`src/hdl/dsc_pkg.sv`:
```
// Shared constants for the two-wire DAC command front end.
package dsc_pkg;
	localparam int         ADDR_W        = 7;
	localparam int         STRAP_W       = 3;
	localparam int         CODE_W        = 10;
	localparam logic [3:0] OWN_ADDR_HI   = 4'h4;
	localparam logic [6:0] SYNC_ADDR     = 7'h7e;
	localparam logic [3:0] BYTE_BITS     = 4'h8;
	localparam int         CMD_SY_POS    = 0;
	localparam int         CMD_PD_POS    = 1;
	localparam int         CMD_REF_POS   = 2;
	localparam logic [1:0] IDX_ADDR      = 2'h0;
	localparam logic [1:0] IDX_CMD       = 2'h1;
	localparam logic [1:0] IDX_LSB       = 2'h2;
	localparam logic [1:0] IDX_MSB       = 2'h3;
	localparam logic [9:0] CODE_RST      = 10'h000;
	localparam logic       BIT_RST       = 1'b0;
	localparam real        LINK_PERIOD_NS = 160.0;
	localparam real        SYS_PERIOD_NS  = 10.0;
	localparam int         LINK_CYCLES   = int'(LINK_PERIOD_NS / SYS_PERIOD_NS);

	typedef enum logic [1:0] {
		ST_IDLE,
		ST_RX,
		ST_ACK,
		ST_SKIP
	} dsc_state_e;
endpackage : dsc_pkg

```
`src/hdl/dsc_sync2.sv`:
```
// Two-flop synchroniser for a group of asynchronous levels.
`timescale 1ns/10ps
module dsc_sync2 #(
	parameter int W = 1
) (
	input  wire logic         clk_sys_i,
	input  wire logic         rst_i,
	input  wire logic [W-1:0] async_i,
	output logic      [W-1:0] sync_o
);
	typedef struct packed {
		logic [W-1:0] ff1;
		logic [W-1:0] ff2;
	} dsc_sync_s;

	dsc_sync_s s_q, s_d;

	if (W < 1) begin : g_bad_width
		$error("dsc_sync2 needs W of at least 1.");
	end

	// The first stage feeds only the second stage.
	always_comb begin
		s_d.ff1 = async_i;
		s_d.ff2 = s_q.ff1;
	end

	// Registers both stages; reset loads the idle high level so no false edge follows it.
	always_ff @(posedge clk_sys_i) begin
		if (rst_i) begin
			s_q <= '1;
		end else begin
			s_q <= s_d;
		end
	end

	assign sync_o = s_q.ff2;
endmodule : dsc_sync2

```
`src/hdl/dsc_line_mon.sv`:
```
// Bus line monitor: clock edges and start and stop conditions.
`timescale 1ns/10ps
module dsc_line_mon (
	input  wire logic clk_sys_i,
	input  wire logic rst_i,
	input  wire logic scl_i,
	input  wire logic sda_i,
	output logic      scl_rise_o,
	output logic      scl_fall_o,
	output logic      start_o,
	output logic      stop_o
);
	typedef struct packed {
		logic scl;
		logic sda;
	} dsc_mon_s;

	dsc_mon_s s_q, s_d;

	// Idle bus reads high on both lines.
	always_comb begin
		s_d.scl = scl_i;
		s_d.sda = sda_i;
	end

	// Keeps the previous sample of both lines.
	always_ff @(posedge clk_sys_i) begin
		if (rst_i) begin
			s_q <= '1;
		end else begin
			s_q <= s_d;
		end
	end

	// Data changes while the clock stays high mark start and stop.
	assign scl_rise_o = scl_i & ~s_q.scl;
	assign scl_fall_o = ~scl_i & s_q.scl;
	assign start_o    = scl_i & s_q.scl & s_q.sda & ~sda_i;
	assign stop_o     = scl_i & s_q.scl & ~s_q.sda & sda_i;
endmodule : dsc_line_mon

```
`src/hdl/dsc_core.sv`:
```
// Receive-only two-wire command front end of a 10-bit DAC.
//
// Contract
// Address plus command byte alone is accepted as a command-only update.
// A cut-short word write falls back to a command-only transfer.
// Start or stop after command acknowledge keeps command, drops both data bytes.
// Start or stop before command acknowledge drops the partial command byte.
// Device also answers a shared sync address besides its own.
// Sync address is 1111110, sent as a quick command.
// The bit after the sync address is the sync-or-clear bit.
// Sync bit 1 with sync select set copies inputs to outputs on ack rise.
// Sync bit 0 always clears every latch.
// That clear happens on the rising clock edge of the acknowledge.
// Word write latches command, low, high bytes; stop updates outputs.
// Command bit 0 sync, bit 1 power-down at stop, bit 2 reference.
// With sync select set, stop does not update the output latches.
// Code is low byte plus bits 1..0 of the high byte.
// The sync address is acknowledged by pulling data low.
// Reset clears command bits, input registers and output latches.
`timescale 1ns/10ps
module dsc_core
	import dsc_pkg::*;
(
	input  wire logic                         clk_sys_i,
	input  wire logic                         rst_i,
	input  wire logic                         scl_i,
	input  wire logic                         sda_i,
	input  wire logic [dsc_pkg::STRAP_W-1:0]  addr_strap_i,
	output logic                              sda_o,
	output logic                              sda_oe_o,
	output logic      [dsc_pkg::CODE_W-1:0]   dac_code_o,
	output logic                              power_down_select_o,
	output logic                              internal_ref_select_o,
	output logic                              sync_update_select_o,
	output logic                              latch_update_o,
	output logic                              latch_clear_o
);
	import dsc_pkg::*;

	typedef struct packed {
		dsc_state_e        st;
		logic [1:0]        idx;
		logic [3:0]        bitcnt;
		logic [7:0]        shreg;
		logic              is_sync;
		logic              cmd_sy;
		logic              cmd_pd;
		logic              cmd_ref;
		logic              pend;
		logic [7:0]        lsb_tmp;
		logic [CODE_W-1:0] in_code;
		logic [CODE_W-1:0] out_code;
		logic              pd;
		logic              iref;
		logic              sda_oe;
		logic              sda;
		logic              upd;
		logic              clr;
	} dsc_core_s;

	dsc_core_s s_q, s_d;

	logic [STRAP_W+1:0] pins_sync;
	logic               scl_s;
	logic               sda_s;
	logic [STRAP_W-1:0] strap_s;
	logic               scl_rise;
	logic               scl_fall;
	logic               start_c;
	logic               stop_c;
	logic [ADDR_W-1:0]  own_addr;

	// The receiver assumes a seven-bit address and a ten-bit code.
	if (ADDR_W != 4 + STRAP_W || CODE_W != 10) begin : g_bad_widths
		$error("dsc_core needs a seven-bit address and a ten-bit code.");
	end

	// Every pin passes two flops before any logic reads it.
	dsc_sync2 #(
		.W (STRAP_W + 2)
	) u_sync (
		.clk_sys_i (clk_sys_i),
		.rst_i     (rst_i),
		.async_i   ({scl_i, sda_i, addr_strap_i}),
		.sync_o    (pins_sync)
	);

	assign scl_s    = pins_sync[STRAP_W+1];
	assign sda_s    = pins_sync[STRAP_W];
	assign strap_s  = pins_sync[STRAP_W-1:0];
	assign own_addr = {OWN_ADDR_HI, strap_s};

	// Edge and condition detection on the synchronised lines.
	dsc_line_mon u_mon (
		.clk_sys_i  (clk_sys_i),
		.rst_i      (rst_i),
		.scl_i      (scl_s),
		.sda_i      (sda_s),
		.scl_rise_o (scl_rise),
		.scl_fall_o (scl_fall),
		.start_o    (start_c),
		.stop_o     (stop_c)
	);

	// Next-state logic for the whole receiver.
	always_comb begin
		s_d     = s_q;
		s_d.upd = 1'b0;
		s_d.clr = 1'b0;
		s_d.sda = 1'b0;
		if (start_c) begin
			// A new frame drops any partial byte and pending data byte.
			s_d.st     = ST_RX;
			s_d.idx    = IDX_ADDR;
			s_d.bitcnt = 4'h0;
			s_d.sda_oe = 1'b0;
		end else if (stop_c) begin
			s_d.st     = ST_IDLE;
			s_d.sda_oe = 1'b0;
			if (s_q.pend) begin
				// Accepted command applies at stop, with or without data.
				s_d.pend = 1'b0;
				s_d.pd   = s_q.cmd_pd;
				s_d.iref = s_q.cmd_ref;
				if (!s_q.cmd_sy) begin
					s_d.out_code = s_q.in_code;
					s_d.upd      = 1'b1;
				end
			end
		end else begin
			case (s_q.st)
				ST_RX: begin
					if (scl_rise) begin
						s_d.shreg  = {s_q.shreg[6:0], sda_s};
						s_d.bitcnt = s_q.bitcnt + 4'h1;
					end else if (scl_fall && s_q.bitcnt == BYTE_BITS) begin
						s_d.bitcnt = 4'h0;
						if (s_q.idx != IDX_ADDR) begin
							s_d.st     = ST_ACK;
							s_d.sda_oe = 1'b1;
						end else if (s_q.shreg[7:1] == SYNC_ADDR) begin
							// Shared address takes any direction bit.
							s_d.st      = ST_ACK;
							s_d.sda_oe  = 1'b1;
							s_d.is_sync = 1'b1;
						end else if (s_q.shreg[7:1] == own_addr && !s_q.shreg[0]) begin
							s_d.st      = ST_ACK;
							s_d.sda_oe  = 1'b1;
							s_d.is_sync = 1'b0;
						end else begin
							s_d.st = ST_SKIP;
						end
					end
				end
				ST_ACK: begin
					if (scl_rise) begin
						case (s_q.idx)
							IDX_ADDR: begin
								// Bit after sync address is sync-or-clear.
								if (s_q.is_sync && !s_q.shreg[0]) begin
									// Clear every latch on the acknowledge rise.
									s_d.cmd_sy   = BIT_RST;
									s_d.cmd_pd   = BIT_RST;
									s_d.cmd_ref  = BIT_RST;
									s_d.pend     = 1'b0;
									s_d.lsb_tmp  = 8'h00;
									s_d.in_code  = CODE_RST;
									s_d.out_code = CODE_RST;
									s_d.pd       = BIT_RST;
									s_d.iref     = BIT_RST;
									s_d.clr      = 1'b1;
								end else if (s_q.is_sync && s_q.cmd_sy) begin
									s_d.out_code = s_q.in_code;
									s_d.upd      = 1'b1;
								end
							end
							IDX_CMD: begin
								// Command byte kept from its acknowledge on.
								s_d.cmd_sy  = s_q.shreg[CMD_SY_POS];
								s_d.cmd_pd  = s_q.shreg[CMD_PD_POS];
								s_d.cmd_ref = s_q.shreg[CMD_REF_POS];
								s_d.pend    = 1'b1;
							end
							IDX_LSB: begin
								s_d.lsb_tmp = s_q.shreg;
							end
							default: begin
								// Data enters only on the last acknowledge.
								s_d.in_code = {s_q.shreg[1:0], s_q.lsb_tmp};
							end
						endcase
					end else if (scl_fall) begin
						s_d.sda_oe = 1'b0;
						if ((s_q.idx == IDX_ADDR && s_q.is_sync) || s_q.idx == IDX_MSB) begin
							s_d.st = ST_SKIP;
						end else begin
							s_d.idx = s_q.idx + 2'h1;
							s_d.st  = ST_RX;
						end
					end
				end
				default: begin
					s_d.sda_oe = 1'b0;
				end
			endcase
		end
	end

	// State register; reset clears commands, inputs and outputs.
	always_ff @(posedge clk_sys_i) begin
		if (rst_i) begin
			s_q          <= '0;
			s_q.st       <= ST_IDLE;
			s_q.in_code  <= CODE_RST;
			s_q.out_code <= CODE_RST;
		end else begin
			s_q <= s_d;
		end
	end

	// Outputs come straight from the state register.
	assign sda_o                 = s_q.sda;
	assign sda_oe_o              = s_q.sda_oe;
	assign dac_code_o            = s_q.out_code;
	assign power_down_select_o   = s_q.pd;
	assign internal_ref_select_o = s_q.iref;
	assign sync_update_select_o  = s_q.cmd_sy;
	assign latch_update_o        = s_q.upd;
	assign latch_clear_o         = s_q.clr;
endmodule : dsc_core

```
`config.mk`:
```
export PLATFORM = sky130hd
export DESIGN_NAME = dsc_core
export DESIGN_NICKNAME = d
export VERILOG_FILES = /design/src/hdl/dsc_pkg.sv /design/src/hdl/dsc_sync2.sv /design/src/hdl/dsc_line_mon.sv /design/src/hdl/dsc_core.sv
export SDC_FILE = /design/constraint.sdc
export NUM_CORES = 1
export LEC_CHECK = 0
export BUFFER_PORTS_ARGS = -buffer_cell sky130_fd_sc_hd__buf_2
export CAP_MARGIN = 10
export CELL_PAD_IN_SITES_DETAIL_PLACEMENT = 2
export CELL_PAD_IN_SITES_GLOBAL_PLACEMENT = 2
export CORE_UTILIZATION = 38
export CTS_BUF_LIST = sky130_fd_sc_hd__clkbuf_8
export DETAILED_ROUTE_END_ITERATION = 8
export PLACE_DENSITY_LB_ADDON = 0.1
export SYNTH_ARGS = -nofsm -noshare
export SYNTH_HDL_FRONTEND = slang
export SYNTH_SLANG_ARGS = --single-unit
```
`constraint.sdc`:
```
create_clock -name clk_sys_i -period 1.7 [get_ports clk_sys_i]
set_input_delay 0.17 -clock clk_sys_i [delete_from_list [all_inputs] [get_ports clk_sys_i]]
set_output_delay 0.17 -clock clk_sys_i [all_outputs]
set_load 0.005 [all_outputs]
```
; After elaboration in Yosys (flattened, before gate mapping)
; Cells that the tools add are included.
[word_totals]
word_cells = 157
reg_bits = 67
[op_classes]
reduce_logical = 38
n_eq_ne = 21
n_mux = 54
bitwise_logic = 19
addsub = 2
[op_table]
columns = op, n
row1 = $mux 34, 2
row2 = $mux 10, 3
row3 = $mux 13, 2
row4 = $reduce_and 5->1, 5
row5 = $mux 12, 2
row6 = $reduce_and 6->1, 4
row7 = $mux 1, 23
row8 = $mux 22, 1
row9 = $ne 4x4->1 const B, 5
row10 = $pmux 10 s2, 1
row11 = $reduce_bool 2->1, 10
row12 = $mux 18, 1
row13 = $mux 2, 9
row14 = $mux 4, 4
row15 = $pmux 8 s2, 1
row16 = $ne 2x2->1 const B, 7
row17 = $reduce_and 7->1, 2
row18 = $not 1->1, 12
row19 = $mux 8, 1
row20 = $pmux 4 s2, 1
row21 = $and 1x1->1, 7
row22 = $eq 7x6->1, 1
row23 = $eq 7x7->1 const B, 1
row24 = $mux 7, 1
row25 = 19 further kinds, 28

; Depth between registers and ports, before layout
[depth]
ltp_word = 10
mapped_depth = 9
ltp_nobuf = 7

; Modules after synthesis
; Synthesis repeated with hierarchy kept, for this count alone.
[unflattened]
cells_unflattened = 330
area_unflattened_um2 = 3067.9
[by_module_without_submodules]
columns = module, area_each_um2, n_inst, cells_each
row1 = dsc_core, 2720.1, 1, 302
row2 = dsc_sync2, 262.8, 1, 20
row3 = dsc_line_mon, 85.1, 1, 8

; Worst setup path after synthesis
; Ideal clock, no wire load.
[synth_path]
path_type = reg2reg
from = reg s_q[53] in the netlist's numbering
to = reg s_q (netlist bit dac_code_o[0])
n_path_buf = 2
path_slack_ns = 0.170
arrival_ns = 1.459
stages_incl_launch_ff = 10
path_cell_list = dfxtp_1 > inv_1 > ha_1 > buf_2 > and3b_1 > o21ai_1 > a21oi_2 > buf_2 > nand2b_1 > a21oi_1
[synth_between]
elab_chain_cells = 3
[synth_rtl]
columns = item, line
row1 = start: declaration, dsc_core.sv:61  ; dsc_core_s s_q, s_d;
row2 = $eq 2x2->1, dsc_core.sv:131  ; case (s_q.st)
row3 = $reduce_bool 2->1 (no source line), -
row4 = $reduce_and 7->1 (no source line), -
; Every way passes these cells.
; A chain may end at the register's enable or synchronous reset.

; Worst setup path after layout
[layout_path]
from = reg s_q[53] in the netlist's numbering
to = reg s_q[18] in the netlist's numbering
[layout_between]
elab_chain_cells = 2
[layout_rtl]
columns = item, line
row1 = $eq 2x2->1, dsc_core.sv:131
row2 = $reduce_and 6->1 (no source line), -
; Every way passes these cells.

==> impl_metrics.csv <==
group,metric,value,unit
outcome,status,"finished, violations left",
outcome,violations,"negative setup slack",
worst_setup_path,crit_fanout,7,
sta,clock_skew,0.0147,ns
sta,fmax,554,MHz
clock_network,cts.path.max_buffers,2,
sta,finalSetupViolations,15,
layout,fin_nets,378,
floorplanning,die_w,89.8,um
layout,drive_gt1_share,32.1,%
pwr,power,0.00373,W
place,dpl.hpwl,5290,um
yosys,synthArstFlopShare,0,%
pwr,peakVddDrop,487,uV
sta,fin_crit_sh,106,%
pwr,leakagePower,1.35,nW
floorplanning,core,7330,um^2
sta,finalMaxSlewViolations,0,
layout,n_antenna_cell,0,
clock_network,ctsHtreeMaxLevel,3,
worst_setup_path,crit_arrival,2.05,ns
sta,finalSetupTns,-0.452,ns
clock_network,cts_tree,"yes",
clock_network,clock_latency,0.35,ns
clock_network,root_buffer,"clkbuf_8",
sta,finalCriticalPeriod,1.81,ns
sta,hold_viol,0,
sta,timing.final.ws_setup,-0.105,ns
worst_setup_path,crit_chain,"inv_1, ha_2, buf_4, nand3b_4, a21oi_4, buf_12, and2b_2, nand3b_1, a21oi_1",
run,cap_violations,0,
yosys,synth.distinct_cells,48,
sta,slew_headroom,65.0,%
floorplanning,start_util,39.9,%
global_routing,first_global_vias,2716,
worst_setup_path,worstPathRequired,1.95,ns
pwr,power_density,1010,nW/um^2
yosys,synth_seq_cells,66,
routing,wire_per_inst,22.6,um
worst_setup_path,path_class,"reg -> reg",
routing,drt_first_pass_iters,4,
yosys,syn_area,2930,um^2
worst_setup_path,end_kind,"flip-flop",
layout,final_common_cell,"dfxtp_1",
routing,num_vias,2601,
place,dp_cells,440,
yosys,ys_seq_area_share,45.1,%
global_routing,grt_start_max_net_pins,40,
hold_path,hold_class,"in -> reg",
floorplanning,num_io_pins,24,
yosys,synth_ff_type,"dfxtp_1",
routing,drt-initial-drc-count,150,
worst_setup_path,critPathMaxStageDelay,0.32,ns
sta,holdWs,0.0166,ns
routing,routed_wl,10600,um
floorplanning,rows,31,
yosys,post_synth.cell_area_avg,8.95,um^2
place,io_buffer_count,22,
routing,ant_nets,0,
sta,worst_pin_slew,0.525,ns
global_routing,overflow,0,
layout,area_growth,26.0,%
global_routing,grt_first_pass_wirelength,14800,um
sta,rsz0062_at_grt,"yes",
routing,vias_per_cell,5.57,
layout,fin_cells,467,
worst_setup_path,crit_slowest_cell,"dfxtp_1",
floorplanning,dieArea,8060,um^2
yosys,synthCells,327,
place,gp_congestion,0.712,
yosys,synth_edf_count,0,
clock_network,cts_buffers,9,
clock_network,cts.sinks,66,
worst_setup_path,cp-start-kind,"flip-flop",
global_routing,antenna_found_initial,0,
global_routing,grt_use_total,23.8,%
floorplanning,fp.dieH,89.8,um
routing,drc,0,
layout,mostFrequentLayoutCells,"dfxtp_1, nand2_1, nor2_1",
yosys,synth_nets,342,
yosys,yosysWarnings,0,
clock_network,clk_pin_slew_worst_paths,0.08,ns
==> worst max-delay path: cells and delay by family (launching register included) <==
kind            cells  cell delay (ns)
compound gates      2             0.43
simple gates        3             0.41
buf+inv             3             0.36
flops               1             0.32
fa+ha+maj           1             0.20
==> cell families (layout without fill, tap and decap cells) <==
| family | after synthesis | after routing | synth area share (%) |
|---|---|---|---|
| simple gates | 138 | 139 | 26.6 |
| compound gates | 66 | 69 | 13.9 |
| flops | 66 | 66 | 45.1 |
| buf+inv | 37 | 74 | 7.31 |
| fa+ha+maj | 8 | 8 | 3.42 |
| xor+xnor | 6 | 6 | 1.80 |
| mux | 5 | 5 | 1.71 |
| other cells | 1 | 1 | 0.128 |
==> cell type report <==
cell class / instances / area, um^2
Tap cell: 99 / 124
Inverter: 7 / 26.3
Fill cell: 731 / 3640
Sequential cell: 66 / 1320
Timing Repair Buffer: 51 / 387
Multi-Input combinational cell: 228 / 1570
Clock buffer: 10 / 138
Clock inverter: 6 / 114
==> power by group <==
group          internal [W]  leakage (nW)  switching, W
logic              0.000190         0.696      0.000251
clock network       0.00102         0.119      0.000666
registers           0.00158         0.535     0.0000222
==> state kept, by name, indices dropped and copies added, names as in the netlist <==
register / flops
latch_clear_o: 1
dac_code_o: 10
u_sync.sync_o: 5
sync_update_select_o: 1
u_mon.s_q: 2
sda_oe_o: 1
internal_ref_select_o: 1
latch_update_o: 1
power_down_select_o: 1
u_sync.s_d: 5
s_q: 38
==> synthesized netlist by cell type (all sizes together) (9+ instances only) <==
master	instances	area, um^2
dfxtp	66	1320
a21oi	37	200
nand2	33	124
nor2	25	93.8
buf	21	154
nand2b	16	115
or2	15	93.8
nand3	12	60.1
nand3b	12	103
a22oi	10	75.1
clkbuf	9	33.8
o21ai	9	52.6
==> per-stage QoR <==
step	setup slack [ns]	util [%]	cell area (um^2)
floorplan	0.170	-	2930
global placement	-0.0264	43.0	3150
detailed placement	-0.184	43.0	3150
CTS	0.00632	47.8	3510
global route	-0.162	50.3	3690
finish	-0.105	50.3	3690
==> metal layers <==
metal	share of wire [%]	GRT usage, %	up-vias
li1	-	-	1178
met1	42	28.3	1302
met2	51	41.8	91
met3	3.9	3.55	30
met4	3.1	11.3	0
met5	0	0	-
==> path summary, 6_finish.rpt <==
| check | slack, ns | depth (start not counted) | from | to |
|---|---|---|---|---|
| min | 0.02 | 2 | scl_i | u_sync.s_d[4] |
| max | -0.11 | 9 | s_q[53] | s_q[18] |
| max reg2reg | -0.11 | 9 | s_q[53] | s_q[18] |
| min reg2reg | 0.41 | 1 | u_sync.s_d[1] | u_sync.sync_o[1] |
==> timing repair <==
action,in CTS,in global routing
pin swaps,1,11
buffers inserted,0,3
hold buffers,4,0
hold endpoints to repair,4,0
endpoints found under the setup margin,33,36
gates cloned,2,2
resized for setup,16,27
Note: power is estimated with default switching activity, not from simulation.
